### src/hdl/rcst_pkg.sv
package rcst_pkg;

    localparam logic [7:0] REG_CTRL_OFFSET    = 8'h00;
    localparam logic [7:0] REG_STANDBY_OFFSET = 8'h04;
    localparam logic [7:0] REG_THERMAL_OFFSET = 8'h08;
    localparam logic [7:0] REG_STATUS_OFFSET  = 8'h0C;

    localparam int HS_PD_LSB   = 8;
    localparam int LS_LSB      = 10;
    localparam int BOOST_LSB   = 12;
    localparam int PD_OFF_BIT  = 14;
    localparam int HV_ON_BIT   = 15;
    localparam int HV_OFF_BIT  = 16;
    localparam int HS_PU_LSB   = 20;

    localparam int BUCK1_SB_BIT = 8;
    localparam int BUCK2_SB_BIT = 10;
    localparam int BUCK3_SB_BIT = 12;
    localparam int PREV_SB_BIT  = 14;
    localparam int HV_SB_BIT    = 16;
    localparam int LIN1_SB_BIT  = 18;
    localparam int LIN2_SB_BIT  = 20;
    localparam int LIN3_SB_BIT  = 22;

    localparam int ACTION_LSB  = 8;
    localparam int TEMP_LSB    = 16;

    localparam int ST_HV_ON_BIT   = 0;
    localparam int ST_DFS_BIT     = 1;
    localparam int ST_PD_BIT      = 2;
    localparam int ST_STANDBY_BIT = 3;

    localparam logic       PD_OFF_RESET   = 1'b0;
    localparam logic       HV_ON_RESET    = 1'b0;
    localparam logic [6:0] STANDBY_RESET  = 7'h7F;
    localparam logic       PREV_RESET     = 1'b1;
    localparam logic [1:0] SLEW_RESET     = 2'h0;
    localparam logic [2:0] TEMP_RESET     = 3'h0;
    localparam logic [7:0] ACTION_RESET   = 8'h00;

    localparam logic [9:0] DRIVE_MA_0 = 10'h082;
    localparam logic [9:0] DRIVE_MA_1 = 10'h104;
    localparam logic [9:0] DRIVE_MA_2 = 10'h208;
    localparam logic [9:0] DRIVE_MA_3 = 10'h384;
    localparam logic [9:0] BOOST_VUS_0 = 10'h032;
    localparam logic [9:0] BOOST_VUS_1 = 10'h064;
    localparam logic [9:0] BOOST_VUS_2 = 10'h12C;
    localparam logic [9:0] BOOST_VUS_3 = 10'h1F4;
    localparam logic [7:0] TEMP_C_0 = 8'h4B;
    localparam logic [7:0] TEMP_C_1 = 8'h5A;
    localparam logic [7:0] TEMP_C_2 = 8'h69;
    localparam logic [7:0] TEMP_C_3 = 8'h78;
    localparam logic [7:0] TEMP_C_4 = 8'h87;
    localparam logic [7:0] TEMP_C_5 = 8'h96;

    typedef struct packed {
        logic [1:0] hs_pulldown_slew;
        logic [1:0] hs_pullup_slew;
        logic [1:0] ls_slew;
        logic [1:0] boost_slew;
        logic [2:0] die_temp;
        logic [7:0] thermal_action;
    } rcst_otp_t;

    typedef struct packed {
        logic        wr;
        logic        rd;
        logic [7:0]  addr;
        logic [31:0] wdata;
    } rcst_cmd_t;

    typedef struct packed {
        logic [9:0] pre_hs_pulldown_ma;
        logic [9:0] pre_hs_pullup_ma;
        logic [9:0] pre_ls_ma;
        logic [9:0] boost_ls_vus;
    } rcst_drive_t;

endpackage

### src/hdl/rcst_ahb_slave.sv
`timescale 1ns/1ps
// one wait state on every whole-word transfer so that read data leaves a flop
module rcst_ahb_slave (
    input  wire logic               core_clk_in,
    input  wire logic               rst_in,
    input  wire logic               hsel_in,
    input  wire logic [31:0]        haddr_in,
    input  wire logic [1:0]         htrans_in,
    input  wire logic               hwrite_in,
    input  wire logic [2:0]         hsize_in,
    input  wire logic [31:0]        hwdata_in,
    input  wire logic               hready_in,
    input  wire logic               busy_in,
    input  wire logic [31:0]        rdata_in,
    output rcst_pkg::rcst_cmd_t     cmd_out,
    output logic [31:0]             hrdata_out,
    output logic                    hreadyout_out,
    output logic                    hresp_out
);
    logic       pend_q;
    logic       write_q;
    logic [7:0] addr_q;
    logic       take;

    // only whole-word transfers are served; others complete with no effect
    assign take = hsel_in && htrans_in[1] && hready_in && !busy_in
                  && (hsize_in == 3'h2);

    always_ff @(posedge core_clk_in or posedge rst_in) begin
        if (rst_in) begin
            pend_q  <= 1'b0;
            write_q <= 1'b0;
            addr_q  <= 8'h00;
        end else if (take) begin
            pend_q  <= 1'b1;
            write_q <= hwrite_in;
            addr_q  <= {haddr_in[7:2], 2'h0};
        end else begin
            pend_q  <= 1'b0;
        end
    end

    always_ff @(posedge core_clk_in or posedge rst_in) begin
        if (rst_in) begin
            hreadyout_out <= 1'b0;
            hrdata_out    <= 32'h0000_0000;
        end else begin
            hreadyout_out <= !busy_in && !take;
            if (pend_q && !write_q) begin
                hrdata_out <= rdata_in;
            end
        end
    end

    always_ff @(posedge core_clk_in or posedge rst_in) begin
        if (rst_in) begin
            hresp_out <= 1'b0;
        end else begin
            hresp_out <= 1'b0;
        end
    end

    assign cmd_out.wr    = pend_q && write_q;
    assign cmd_out.rd    = pend_q && !write_q;
    assign cmd_out.addr  = addr_q;
    assign cmd_out.wdata = hwdata_in;
endmodule // rcst_ahb_slave

### src/hdl/rcst_regs.sv
// Added by the designer: the AHB-Lite slave port and the address map.
`timescale 1ns/1ps
module rcst_regs (
    input  wire logic                   core_clk_in,
    input  wire logic                   rst_in,
    input  wire logic                   hsel_in,
    input  wire logic [31:0]            haddr_in,
    input  wire logic [1:0]             htrans_in,
    input  wire logic                   hwrite_in,
    input  wire logic [2:0]             hsize_in,
    input  wire logic [31:0]            hwdata_in,
    input  wire logic                   hready_in,
    output logic [31:0]                 hrdata_out,
    output logic                        hreadyout_out,
    output logic                        hresp_out,
    input  wire rcst_pkg::rcst_otp_t    otp_defaults_in,
    input  wire logic                   pre_standby_voltage_otp_enable_in,
    input  wire logic                   pre_normal_at_3v3_in,
    input  wire logic                   pre_pulldown_auto_in,
    input  wire logic                   standby_mode_in,
    input  wire logic [7:0]             thermal_trip_in,
    output rcst_pkg::rcst_drive_t       drive_out,
    output logic                        pre_pulldown_en_out,
    output logic                        hv_linreg_run_out,
    output logic [6:0]                  rail_standby_keep_out,
    output logic                        pre_standby_3v_out,
    output logic [7:0]                  rail_thermal_off_out,
    output logic                        deep_fail_safe_state_out,
    output logic [7:0]                  die_temp_limit_c_out
);
    rcst_pkg::rcst_cmd_t cmd;
    logic [31:0]         rdata;
    logic                load_q;

    logic [1:0]          pre_hs_pulldown_slew_q;
    logic [1:0]          pre_hs_pullup_slew_q;
    logic [1:0]          pre_ls_slew_q;
    logic [1:0]          boost_ls_slew_q;
    logic                pre_pulldown_force_off_q;
    logic                hv_linreg_on_q;
    logic [6:0]          standby_on_q;
    logic                pre_standby_voltage_sel_q;
    logic [7:0]          thermal_action_q;
    logic [2:0]          die_temp_q;
    logic                dfs_q;

    logic                standby_s1_q;
    logic                standby_s2_q;
    logic [7:0]          trip_s1_q;
    logic [7:0]          trip_s2_q;
    logic [7:0]          trip_s3_q;
    logic [7:0]          trip_rise;

    logic                wr_ctrl;
    logic                wr_standby;
    logic                wr_thermal;

    rcst_ahb_slave u_slave (
        .core_clk_in   (core_clk_in),
        .rst_in        (rst_in),
        .hsel_in       (hsel_in),
        .haddr_in      (haddr_in),
        .htrans_in     (htrans_in),
        .hwrite_in     (hwrite_in),
        .hsize_in      (hsize_in),
        .hwdata_in     (hwdata_in),
        .hready_in     (hready_in),
        .busy_in       (load_q),
        .rdata_in      (rdata),
        .cmd_out       (cmd),
        .hrdata_out    (hrdata_out),
        .hreadyout_out (hreadyout_out),
        .hresp_out     (hresp_out)
    );

    assign wr_ctrl    = cmd.wr && (cmd.addr == rcst_pkg::REG_CTRL_OFFSET);
    assign wr_standby = cmd.wr && (cmd.addr == rcst_pkg::REG_STANDBY_OFFSET);
    assign wr_thermal = cmd.wr && (cmd.addr == rcst_pkg::REG_THERMAL_OFFSET);

    // otp values are taken on the first edge after release, never by the reset itself
    always_ff @(posedge core_clk_in or posedge rst_in) begin
        if (rst_in) begin
            load_q <= 1'b1;
        end else begin
            load_q <= 1'b0;
        end
    end

    always_ff @(posedge core_clk_in or posedge rst_in) begin
        if (rst_in) begin
            standby_s1_q <= 1'b0;
            standby_s2_q <= 1'b0;
            trip_s1_q    <= 8'h00;
            trip_s2_q    <= 8'h00;
            trip_s3_q    <= 8'h00;
        end else begin
            standby_s1_q <= standby_mode_in;
            standby_s2_q <= standby_s1_q;
            trip_s1_q    <= thermal_trip_in;
            trip_s2_q    <= trip_s1_q;
            trip_s3_q    <= trip_s2_q;
        end
    end

    assign trip_rise = trip_s2_q & ~trip_s3_q;

    always_ff @(posedge core_clk_in or posedge rst_in) begin
        if (rst_in) begin
            pre_hs_pulldown_slew_q <= rcst_pkg::SLEW_RESET;
            pre_hs_pullup_slew_q   <= rcst_pkg::SLEW_RESET;
            pre_ls_slew_q          <= rcst_pkg::SLEW_RESET;
            boost_ls_slew_q        <= rcst_pkg::SLEW_RESET;
        end else if (load_q) begin
            pre_hs_pulldown_slew_q <= otp_defaults_in.hs_pulldown_slew;
            pre_hs_pullup_slew_q   <= otp_defaults_in.hs_pullup_slew;
            pre_ls_slew_q          <= otp_defaults_in.ls_slew;
            boost_ls_slew_q        <= otp_defaults_in.boost_slew;
        end else if (wr_ctrl) begin
            pre_hs_pulldown_slew_q <= cmd.wdata[rcst_pkg::HS_PD_LSB +: 2];
            pre_hs_pullup_slew_q   <= cmd.wdata[rcst_pkg::HS_PU_LSB +: 2];
            pre_ls_slew_q          <= cmd.wdata[rcst_pkg::LS_LSB +: 2];
            boost_ls_slew_q        <= cmd.wdata[rcst_pkg::BOOST_LSB +: 2];
        end
    end

    always_ff @(posedge core_clk_in or posedge rst_in) begin
        if (rst_in) begin
            pre_pulldown_force_off_q <= rcst_pkg::PD_OFF_RESET;
        end else if (wr_ctrl) begin
            pre_pulldown_force_off_q <= cmd.wdata[rcst_pkg::PD_OFF_BIT];
        end
    end

    // off beats on: a thermal trip on bit 0 or an off request ends an on request in the same cycle
    always_ff @(posedge core_clk_in or posedge rst_in) begin
        if (rst_in) begin
            hv_linreg_on_q <= rcst_pkg::HV_ON_RESET;
        end else if (trip_rise[0]) begin
            hv_linreg_on_q <= 1'b0;
        end else if (wr_ctrl && cmd.wdata[rcst_pkg::HV_OFF_BIT]) begin
            hv_linreg_on_q <= 1'b0;
        end else if (wr_ctrl && cmd.wdata[rcst_pkg::HV_ON_BIT]) begin
            hv_linreg_on_q <= 1'b1;
        end
    end

    // keep order: buck1, buck2, buck3, hv linreg, linreg1, linreg2, linreg3
    always_ff @(posedge core_clk_in or posedge rst_in) begin
        if (rst_in) begin
            standby_on_q              <= rcst_pkg::STANDBY_RESET;
            pre_standby_voltage_sel_q <= rcst_pkg::PREV_RESET;
        end else if (wr_standby) begin
            standby_on_q <= {cmd.wdata[rcst_pkg::LIN3_SB_BIT],
                             cmd.wdata[rcst_pkg::LIN2_SB_BIT],
                             cmd.wdata[rcst_pkg::LIN1_SB_BIT],
                             cmd.wdata[rcst_pkg::HV_SB_BIT],
                             cmd.wdata[rcst_pkg::BUCK3_SB_BIT],
                             cmd.wdata[rcst_pkg::BUCK2_SB_BIT],
                             cmd.wdata[rcst_pkg::BUCK1_SB_BIT]};
            pre_standby_voltage_sel_q <= cmd.wdata[rcst_pkg::PREV_SB_BIT];
        end
    end

    always_ff @(posedge core_clk_in or posedge rst_in) begin
        if (rst_in) begin
            thermal_action_q <= rcst_pkg::ACTION_RESET;
            die_temp_q       <= rcst_pkg::TEMP_RESET;
        end else if (load_q) begin
            thermal_action_q <= otp_defaults_in.thermal_action;
            die_temp_q       <= otp_defaults_in.die_temp;
        end else if (wr_thermal) begin
            thermal_action_q <= cmd.wdata[rcst_pkg::ACTION_LSB +: 8];
            die_temp_q       <= cmd.wdata[rcst_pkg::TEMP_LSB +: 3];
        end
    end

    // the fail-safe state is left only through reset
    always_ff @(posedge core_clk_in or posedge rst_in) begin
        if (rst_in) begin
            dfs_q <= 1'b0;
        end else if (|(trip_rise & thermal_action_q)) begin
            dfs_q <= 1'b1;
        end
    end

    always_ff @(posedge core_clk_in or posedge rst_in) begin
        if (rst_in) begin
            rail_thermal_off_out     <= 8'h00;
            deep_fail_safe_state_out <= 1'b0;
        end else begin
            rail_thermal_off_out     <= trip_rise;
            deep_fail_safe_state_out <= dfs_q;
        end
    end

    function automatic logic [9:0] drive_ma(input logic [1:0] code);
        case (code)
            2'h0:    drive_ma = rcst_pkg::DRIVE_MA_0;
            2'h1:    drive_ma = rcst_pkg::DRIVE_MA_1;
            2'h2:    drive_ma = rcst_pkg::DRIVE_MA_2;
            default: drive_ma = rcst_pkg::DRIVE_MA_3;
        endcase
    endfunction

    function automatic logic [9:0] boost_vus(input logic [1:0] code);
        case (code)
            2'h0:    boost_vus = rcst_pkg::BOOST_VUS_0;
            2'h1:    boost_vus = rcst_pkg::BOOST_VUS_1;
            2'h2:    boost_vus = rcst_pkg::BOOST_VUS_2;
            default: boost_vus = rcst_pkg::BOOST_VUS_3;
        endcase
    endfunction

    // codes 110 and 111 have no threshold of their own and hold the highest one
    function automatic logic [7:0] temp_c(input logic [2:0] code);
        case (code)
            3'h0:    temp_c = rcst_pkg::TEMP_C_0;
            3'h1:    temp_c = rcst_pkg::TEMP_C_1;
            3'h2:    temp_c = rcst_pkg::TEMP_C_2;
            3'h3:    temp_c = rcst_pkg::TEMP_C_3;
            3'h4:    temp_c = rcst_pkg::TEMP_C_4;
            default: temp_c = rcst_pkg::TEMP_C_5;
        endcase
    endfunction

    always_ff @(posedge core_clk_in or posedge rst_in) begin
        if (rst_in) begin
            drive_out <= '0;
        end else begin
            drive_out.pre_hs_pulldown_ma <= drive_ma(pre_hs_pulldown_slew_q);
            drive_out.pre_hs_pullup_ma   <= drive_ma(pre_hs_pullup_slew_q);
            drive_out.pre_ls_ma          <= drive_ma(pre_ls_slew_q);
            drive_out.boost_ls_vus       <= boost_vus(boost_ls_slew_q);
        end
    end

    always_ff @(posedge core_clk_in or posedge rst_in) begin
        if (rst_in) begin
            die_temp_limit_c_out <= 8'h00;
        end else begin
            die_temp_limit_c_out <= temp_c(die_temp_q);
        end
    end

    always_ff @(posedge core_clk_in or posedge rst_in) begin
        if (rst_in) begin
            pre_pulldown_en_out <= 1'b0;
        end else begin
            pre_pulldown_en_out <= pre_pulldown_auto_in && !pre_pulldown_force_off_q;
        end
    end

    // in standby the hv linreg keeps running only while its standby bit is set
    always_ff @(posedge core_clk_in or posedge rst_in) begin
        if (rst_in) begin
            hv_linreg_run_out <= 1'b0;
        end else begin
            hv_linreg_run_out <= hv_linreg_on_q && !dfs_q
                                 && (!standby_s2_q || standby_on_q[3]);
        end
    end

    always_ff @(posedge core_clk_in or posedge rst_in) begin
        if (rst_in) begin
            rail_standby_keep_out <= rcst_pkg::STANDBY_RESET;
        end else begin
            rail_standby_keep_out <= standby_on_q;
        end
    end

    // a 3 V request is ignored unless otp allows it and normal mode runs at 3.3 V
    always_ff @(posedge core_clk_in or posedge rst_in) begin
        if (rst_in) begin
            pre_standby_3v_out <= 1'b0;
        end else begin
            pre_standby_3v_out <= pre_standby_voltage_sel_q
                                  && pre_standby_voltage_otp_enable_in
                                  && pre_normal_at_3v3_in;
        end
    end

    // request bits and reserved positions read back as zero
    always_comb begin
        rdata = 32'h0000_0000;
        case (cmd.addr)
            rcst_pkg::REG_CTRL_OFFSET: begin
                rdata[rcst_pkg::HS_PD_LSB +: 2] = pre_hs_pulldown_slew_q;
                rdata[rcst_pkg::HS_PU_LSB +: 2] = pre_hs_pullup_slew_q;
                rdata[rcst_pkg::LS_LSB +: 2]    = pre_ls_slew_q;
                rdata[rcst_pkg::BOOST_LSB +: 2] = boost_ls_slew_q;
                rdata[rcst_pkg::PD_OFF_BIT]     = pre_pulldown_force_off_q;
            end
            rcst_pkg::REG_STANDBY_OFFSET: begin
                rdata[rcst_pkg::BUCK1_SB_BIT] = standby_on_q[0];
                rdata[rcst_pkg::BUCK2_SB_BIT] = standby_on_q[1];
                rdata[rcst_pkg::BUCK3_SB_BIT] = standby_on_q[2];
                rdata[rcst_pkg::HV_SB_BIT]    = standby_on_q[3];
                rdata[rcst_pkg::LIN1_SB_BIT]  = standby_on_q[4];
                rdata[rcst_pkg::LIN2_SB_BIT]  = standby_on_q[5];
                rdata[rcst_pkg::LIN3_SB_BIT]  = standby_on_q[6];
                rdata[rcst_pkg::PREV_SB_BIT]  = pre_standby_voltage_sel_q;
            end
            rcst_pkg::REG_THERMAL_OFFSET: begin
                rdata[rcst_pkg::ACTION_LSB +: 8] = thermal_action_q;
                rdata[rcst_pkg::TEMP_LSB +: 3]   = die_temp_q;
            end
            rcst_pkg::REG_STATUS_OFFSET: begin
                rdata[rcst_pkg::ST_HV_ON_BIT]   = hv_linreg_on_q;
                rdata[rcst_pkg::ST_DFS_BIT]     = dfs_q;
                rdata[rcst_pkg::ST_PD_BIT]      = pre_pulldown_en_out;
                rdata[rcst_pkg::ST_STANDBY_BIT] = standby_s2_q;
            end
            default: begin
                rdata = 32'h0000_0000;
            end
        endcase
    end

endmodule // rcst_regs

### config.mk
export PLATFORM = sky130hd
export DESIGN_NAME = rcst_regs
export DESIGN_NICKNAME = d
export VERILOG_FILES = /design/src/hdl/rcst_pkg.sv /design/src/hdl/rcst_ahb_slave.sv /design/src/hdl/rcst_regs.sv
export SDC_FILE = /design/constraint.sdc
export NUM_CORES = 1
export LEC_CHECK = 0
export ABC_AREA = 1
export BUFFER_PORTS_ARGS = -buffer_cell sky130_fd_sc_hd__buf_2
export CAP_MARGIN = 0
export CORE_UTILIZATION = 26
export DETAILED_ROUTE_END_ITERATION = 12
export MAX_ROUTING_LAYER = met4
export SLEW_MARGIN = 20
export SYNTH_ARGS = -nofsm -noshare
export SYNTH_HDL_FRONTEND = slang
export SYNTH_SLANG_ARGS = --single-unit
### constraint.sdc
create_clock -name core_clk_in -period 4.5 [get_ports core_clk_in]
set_clock_uncertainty 0.15 [all_clocks]
set_input_delay 0.45 -clock core_clk_in [delete_from_list [all_inputs] [get_ports core_clk_in]]
set_output_delay 0.45 -clock core_clk_in [all_outputs]
set_load 0.02 [all_outputs]
; ---- Word level (Yosys, flattened, before mapping)
; Index checks and enable logic that the tools add are counted.
[op_classes]
addsub = 0
n_mul = 0
div = 0
n_lt_le_gt_ge = 0
eq_ne = 16
shift = 0
mux = 36
bitwise = 3
reduce_logical = 34
[op_table]
columns = operator, count
row1 = case mux 10 bit (3 select lines), 3
row2 = case mux 8 bit (5 select lines), 1
row3 = case mux 9 bit (3 select lines), 1
row4 = logical AND 1 bit, 17
row5 = AND 8 bit, 2
row6 = 2-to-1 mux 2 bit, 8
row7 = 2-to-1 mux 8 bit, 2
row8 = equality test 6 x 2 -> 1 bit (second input constant), 2
row9 = case mux 1 bit (2 select lines), 6
row10 = case mux 1 bit (3 select lines), 4
row11 = equality test 3 x 2 -> 1 bit (second input constant), 3
row12 = equality test 2 x 1 -> 1 bit (second input constant), 4
row13 = equality test 2 bit (second input constant), 4
row14 = logical NOT 2 bit, 4
row15 = logical NOT 8 bit, 1
row16 = 2-to-1 mux 1 bit, 8
row17 = NOT 8 bit, 1
row18 = OR reduction 8 bit, 1
row19 = equality test 6 x 1 -> 1 bit (second input constant), 1
row20 = logical NOT 1 bit, 6
row21 = 2-to-1 mux 3 bit, 2
row22 = 2-to-1 mux 4 bit, 1
row23 = nonzero test 2 bit, 2
row24 = equality test 3 x 1 -> 1 bit (second input constant), 1
row25 = other kinds (4), 4
[word_totals]
register_bits = 151
latchBits = 0
ram_bits = 0
mem_bits_ro = 0
inputBits = 105
out_inout_bits = 101
word_cells = 122
memories = 0

; ---- Longest topological paths before layout
; Gate-level depths: netlist of the first run.
[logic_depth]
word_depth = 6
mapped_depth = 7
ltp_nobuf = 7

; ---- Cells and area by module
; From an unflattened synthesis of the first run, not the netlist that was laid out.
[hier_totals]
hier_cells = 629
hier_area_um2 = 6223.5
[modules_own_cells]
columns = module, n_inst, cells_each, area_each_um2, seq_area_each_um2
row1 = rcst_regs, 1, 408, 4340.4, 2647.5
row2 = rcst_ahb_slave, 1, 221, 1883.1, 1026.0

; ---- Worst setup path after synthesis of the first run
; No wires, ideal clock.
[synth_path]
kind = register to register
start = register load_q
end = register u_slave.addr_q[2]
setup_ns = 0.126
t_arrival_ns = 1.134
required_time_ns = 4.224
setup_slack_ns = 3.090
path_stages_with_launch = 8
n_path_buf = 1
period_less_slack_ns = 1.410
cell_sequence = dfstp_2 inv_1 nand4_1 nand2b_1 inv_1 buf_2 nand2_1 o21ai_0
[synth_between]
elab_chain_len = 3
[synth_rtl]
columns = element, line_no
row1 = "start, declared", rcst_regs.sv:33  ; logic load_q;
row2 = "start signal, assigned", rcst_regs.sv:83  ; load_q <= 1'b1;
row3 = "start signal, assigned", rcst_regs.sv:85  ; load_q <= 1'b0;
row4 = logical NOT 1 bit, rcst_ahb_slave.sv:26  ; assign take = hsel_in && htrans_in[1] && hready_in && !busy_in
row5 = logical AND 1 bit, rcst_ahb_slave.sv:26
row6 = logical AND 1 bit, rcst_ahb_slave.sv:27  ; && (hsize_in == 3'h2);
row7 = via u_slave.take, rcst_ahb_slave.sv:23  ; logic take;
row8 = "end signal, assigned", rcst_ahb_slave.sv:37  ; addr_q <= {haddr_in[7:2], 2'h0};
row9 = "end, declared", rcst_ahb_slave.sv:22  ; logic [7:0] addr_q;
; The timed path passes the listed nets, and every way through them passes these cells.
; A chain may end at the register's enable or synchronous reset.

; ---- Worst setup path after layout of the first run
[layout_path]
start = register load_q
end = register u_slave.addr_q[3]
[layout_between]
elab_chain_len = 3
[layout_rtl]
columns = element, line_no
row1 = logical NOT 1 bit, rcst_ahb_slave.sv:26
row2 = logical AND 1 bit, rcst_ahb_slave.sv:26
row3 = logical AND 1 bit, rcst_ahb_slave.sv:27
; No other way between the ends.

==> flow_summary.toml, run 1 <==
[setup_path]
critPathMaxFanout = 23
rrSetupSlack_ns = 1.99
crit_slowest_cell = "dfstp_2"
crit_family = "flip-flops"
worstPathCellList = "inv_1 > nand4_1 > nand2b_1 > inv_1 > nand2_1 > o21ai_0"
regToRegStartpoint = "load_q"
crit_arrival_ns = 2.65
worstSetupEndpointType = "register"
crit_path_start_kind = "register"
crit_type = "reg2reg"
reg2reg_to = "u_slave.addr_q[3]"
crit_buf_inv = 2
crit_top_cell = "inv_1"
worst_path_largest_cell_delay_ns = 0.84
worstRegToRegCells = 6
cp.required_ns = 4.64

[clocking]
cts-resized-gates = 0
cts_buffer_depth = 2
cts-root-buf = "clkbuf_16"
insertion_delay_ns = 0.41
cts.sinks = 132
post-cts-setup-buffer-count = 0
cts_htree_levels = 4
cts_tree = "yes"
path_clk_slew_ns = 0.06
cts_inserted_buffers = 17
cts_hold_buf = 9

[sta]
holdWs_ns = 0.0660
fin_crit_sh_pct = 55.8
period_needed_ns = 2.51
maxSlewViolCount = 0
final-setup-viol-count = 0
rsz0062_at_grt = "false"
setup_tns_ns = 0
finalHoldViolations = 0
slew-limit-headroom_pct = 40.3
tightest_slew_ns = 0.895
max_freq_ghz = 0.398

[cells_and_area]
final_cell_mix = "154 x nand2_1, 131 x buf_2, 116 x dfrtp_1"
syn_to_final_growth_pct = 27.4
post-route-util_pct = 33.7
final_common_cell = "nand2_1"
nFillCells = 2097
seqCellArea_um2 = 3320
multi_input_area_um2 = 1610
drive_gt1_share_pct = 30.2
nets = 781
fin_area_um2 = 6800

[drt]
wl_per_cell_um = 13.5
route.detailed.drc = 0
ant_nets = 0
via_count = 3754
drt_iter0_drc = 186
vias_per_cell = 3.95
drt-total-wl_um = 12900
dr.pass1.iters = 6

[global_routing]
gr-usage-all-layers_pct = 13.3
grt_pass1_vias = 3657
grt_overflow = 0
grt_start_max_net_pins = 99
antenna_found_initial = 8
grt_pass1_wl_um = 20200

[yosys]
synth_cell_types = 31
yosys_warnings = 0
syn_inst = 518
netlist_area_um2 = 5340
ys_seq_elements = 132
synthTopCellsByArea = "dfrtp_1 54%, nand2_1 11%, dfstp_2 7.9%"
synth_seq_area_share_pct = 62.3
syn_area_per_cell_um2 = 10.3
synth_top_area_cell = "dfrtp_1"
synth_top_area_share_pct = 54.4

[placed_design]
portBuffers = 131
placed_cell_area_um2 = 6100
place_congestion = 0.791
post-dp-hpwl_um = 9090

[power]
peakVddDrop_mv = 0.281
power_mw = 3.09
power_leakage_nw = 3.55
powerDensity_nw_per_um2 = 455

[min_path]
hp-class = "in2async"

[outcome]
outcome = "completed"

[floorplan]
row_count = 52
initial_core_util_pct = 26.5
fp.dieW_um = 145
fp.coreArea_um2 = 20200
dieArea_um2 = 21100
dieHeight_um = 145
boundaryPins = 206

[flow_run]
cap_violations = 0
## through the flow
stage	cells	worst slack [ns]
3_5_place_dp	901	1.99
3_3_place_gp	901	2.04
5_1_grt	950	1.70
6_report	950	1.99
4_1_cts	942	1.97
2_1_floorplan	547	0.400
## routing by layer
layer  up-vias  share of wire, %  global-route usage [%]
met5         -                 0                       -
met4         0               1.5                    5.42
met3        20               8.2                    5.72
met2       117                46                    19.4
met1      1755                44                    16.1
li1       1862                 -                       -
## worst register-to-register path, cell delays in order (launching register included)
cell,delay [ns]
dfstp_2,0.84
inv_1,0.54
nand4_1,0.19
nand2b_1,0.27
inv_1,0.22
nand2_1,0.09
o21ai_0,0.08
## cells in the mapped netlist
| cell type | number |
|---|---|
| nand2_1 | 154 |
| dfrtp_1 | 116 |
| inv_1 | 42 |
| buf_4 | 36 |
| o21ai_0 | 32 |
| nor2_1 | 20 |
| nand3_1 | 19 |
| ha_1 | 17 |
| dfstp_2 | 16 |
| nand4_1 | 13 |
| or2_2 | 8 |
| clkbuf_1 | 6 |
| nor2_4 | 6 |
| nor3_1 | 4 |
| a21oi_1 | 3 |
| buf_2 | 3 |
| inv_2 | 3 |
| buf_6 | 2 |
| conb_1 | 2 |
| nand2_2 | 2 |
| nand3b_1 | 2 |
| o21ai_1 | 2 |
| o31ai_1 | 2 |
| a21o_1 | 1 |
| and3_1 | 1 |
| buf_8 | 1 |
| nand2_4 | 1 |
| nand2b_1 | 1 |
| nand3_4 | 1 |
| nand4_2 | 1 |
| nand4_4 | 1 |
## final cells by class
cell class / count / share of cell area (%)
clock buffers: 18 / 6.31
clock inverters: 14 / 2.28
flip-flops and latches: 132 / 48.9
diodes: 8 / 0.294
multi-input cells: 322 / 23.6
repair buffers: 141 / 11.1
well taps: 270 / 4.97
inverters: 45 / 2.56
## power breakdown
part           switching [mW]  internal (mW)  total, mW
clock                   0.540          0.820       1.36
combinational           0.275          0.124      0.399
sequential             0.0529           1.28       1.33
total                   0.868           2.22       3.09
## state kept, by name, indices dropped and copies added, names as in the netlist, 2 cells and up
name	cells
drive_out	23
u_slave.hrdata_out	18
rail_thermal_off_out	8
thermal_action_q	8
trip_s1_q	8
trip_s2_q	8
trip_s3_q	8
rail_standby_keep_out	7
standby_on_q	7
die_temp_limit_c_out	6
u_slave.addr_q	6
die_temp_q	3
boost_ls_slew_q	2
pre_hs_pulldown_slew_q	2
pre_hs_pullup_slew_q	2
pre_ls_slew_q	2
## how the worst max path moves through the flow
stage,startpoint,endpoint,slack (ns),depth (start not counted)
final,load_q,u_slave.addr_q[3],1.99,6
after floorplan,rst_in,boost_ls_slew_q[0],0.40,1
after CTS,load_q,u_slave.addr_q[3],1.97,6
after global placement,load_q,u_slave.addr_q[3],2.04,6
after global routing,load_q,u_slave.addr_q[2],1.70,6
after detailed placement,load_q,u_slave.addr_q[3],1.99,6
## cell families after synthesis
kind of cell	share of synthesized area [%]
simple gates	20.1
flops	62.3
buf+inv	9.64
compound gates	3.89
fa+ha+maj	3.99
other cells	0.141
Power figures use the tool's default switching activity.
==> run 2: changes to the inputs <==
- clock period: 4.5 -> 2.25 ns (I/O delays scaled with it)
==> flow_summary.toml, run 2 (synthesis results as in run 1) <==
[outcome]
outcome = "completed"

[clocking]
insertion_delay_ns = 0.42
cts-root-buf = "clkbuf_16"
cts_buffer_depth = 2
cts_inserted_buffers = 17
cts_tree = "yes"
post-cts-setup-buffer-count = 0
cts_htree_levels = 4
path_clk_slew_ns = 0.06
cts.sinks = 132

[global_routing]
grt_pass1_vias = 3848
antenna_found_initial = 2
grt_overflow = 0
gr-usage-all-layers_pct = 13.8
grt_pass1_wl_um = 21100
grt_start_max_net_pins = 30

[setup_path]
cp-startpoint = "load_q"
cp.required_ns = 2.39
worstRegToRegCells = 7
crit_path_start_kind = "register"
crit_arrival_ns = 2.08
regToRegStartpoint = "load_q"
cp-endpoint = "boost_ls_slew_q[1]"
critPathMaxFanout = 19
reg2reg_to = "boost_ls_slew_q[1]"
rrSetupSlack_ns = 0.31
worstSetupEndpointType = "register"
crit_type = "reg2reg"

[power]
power_leakage_nw = 3.84
p_clk_share_pct = 46.0
power.internal_mw = 4.81
powerDensity_nw_per_um2 = 885
comb_power_share_pct = 13.6
netSwitchingPower_mw = 1.76
peakVddDrop_mv = 0.521
switching_share_pct = 26.8
p_seq_share_pct = 40.4

[sta]
max_freq_ghz = 0.515
fin_crit_sh_pct = 86.3
fin_ws_ns = 0.309
tightest_slew_ns = 0.804
final-setup-viol-count = 0
period_needed_ns = 1.94
maxSlewViolCount = 0
slew-limit-headroom_pct = 46.3
rsz0062_at_grt = "false"
setup_tns_ns = 0
finalHoldViolations = 0

[floorplan]
dieHeight_um = 145
initial_core_util_pct = 26.5
dieArea_um2 = 21100
fp.coreArea_um2 = 20200
row_count = 52
boundaryPins = 206
fp.dieW_um = 145

[drt]
route.detailed.drc = 0
drt_iter0_drc = 142
wl_per_cell_um = 13.3
vias_per_cell = 3.92
ant_nets = 0
drt-total-wl_um = 13300
dr.pass1.iters = 4
via_count = 3913

[cells_and_area]
reg_top3 = "drive_out: 23 flops, u_slave.hrdata_out: 18 flops"
final_common_cell = "nand2_1"
nets = 835
largest_register = "drive_out"
largest_register_ffs = 23
syn_to_final_growth_pct = 39.2
final_cell_mix = "154 x nand2_1, 131 x buf_2, 116 x dfrtp_1"
nFillCells = 2072
drive_gt1_share_pct = 29.3

[flow_run]
cap_violations = 0

[placed_design]
place_congestion = 0.789
post-dp-hpwl_um = 9520
portBuffers = 131
pre_cts_slack_ns = 0.469

[min_path]
holdPathStages = 5
hp-class = "in2reg"
run 2: critical path, stage by stage, from the launching register on:
cell and delay, ns:
dfstp_2 0.52, inv_1 0.06, buf_4 0.22, nand2_1 0.11, nand2_1 0.05, dlygate4sd3_1 0.55
nand2_1 0.06, o21ai_0 0.08
run 2: layout make-up:
| type | instances | area, um^2 | share of cell area, % |
|---|---|---|---|
| clock inverters | 13 | 195 | 2.63 |
| clock buffers | 19 | 453 | 6.10 |
| flip-flops and latches | 132 | 3320 | 44.7 |
| diodes | 2 | 5.00 | 0.0674 |
| repair buffers | 195 | 1330 | 18.0 |
| multi-input cells | 322 | 1610 | 21.6 |
| inverters | 45 | 173 | 2.32 |
| well taps | 270 | 338 | 4.55 |
run 2: how the worst min path moves through the flow:
stage | start | to | slack [ns]
2_1_floorplan | standby_mode_in | standby_s1_q | 0.11
3_3_place_gp | trip_s1_q[7] | trip_s2_q[7] | 0.18
3_5_place_dp | thermal_trip_in[1] | trip_s1_q[1] | 0.18
4_1_cts | hwdata_in[9] | thermal_action_q[1] | 0.03
5_1_grt | hwdata_in[9] | pre_hs_pulldown_slew_q[1] | 0.07
6_report | hwdata_in[9] | thermal_action_q[1] | 0.05
run 2: repair_timing:
item                       4_1_cts  5_1_grt
hold buffers                    54        0
resized for setup                0        0
setup endpoints to repair        0        0
hold endpoints to repair        67        0
run 2: power groups by stage:
stage / sequential (mW) / clock [mW] / combinational, mW
finish: 2.65 / 3.02 / 0.895
global route: 2.68 / 3.19 / 0.989
CTS: 2.66 / 3.10 / 0.906
detailed placement: 2.70 / 0 / 0.824
global placement: 2.69 / 0 / 0.815
floorplan: 2.81 / 0 / 0.459
run 2: per-layer routing:
metal  part of all wire [%]  track usage [%]
met4                    1.1             5.11
met1                     47             17.4
met2                     46             20.8
met5                      0                -
met3                    5.7             4.31
run 2: through the flow:
stage	hold slack, ns	util [%]	instance area (um^2)	total power [mW]	std cells
CTS	0.0302	36.8	7420	6.66	996
finish	0.0526	36.8	7430	6.57	998
detailed placement	0.184	30.9	6230	3.52	910
global route	0.0729	36.8	7430	6.86	998
global placement	0.182	30.9	6230	3.51	910
floorplan	0.106	-	5450	3.27	547
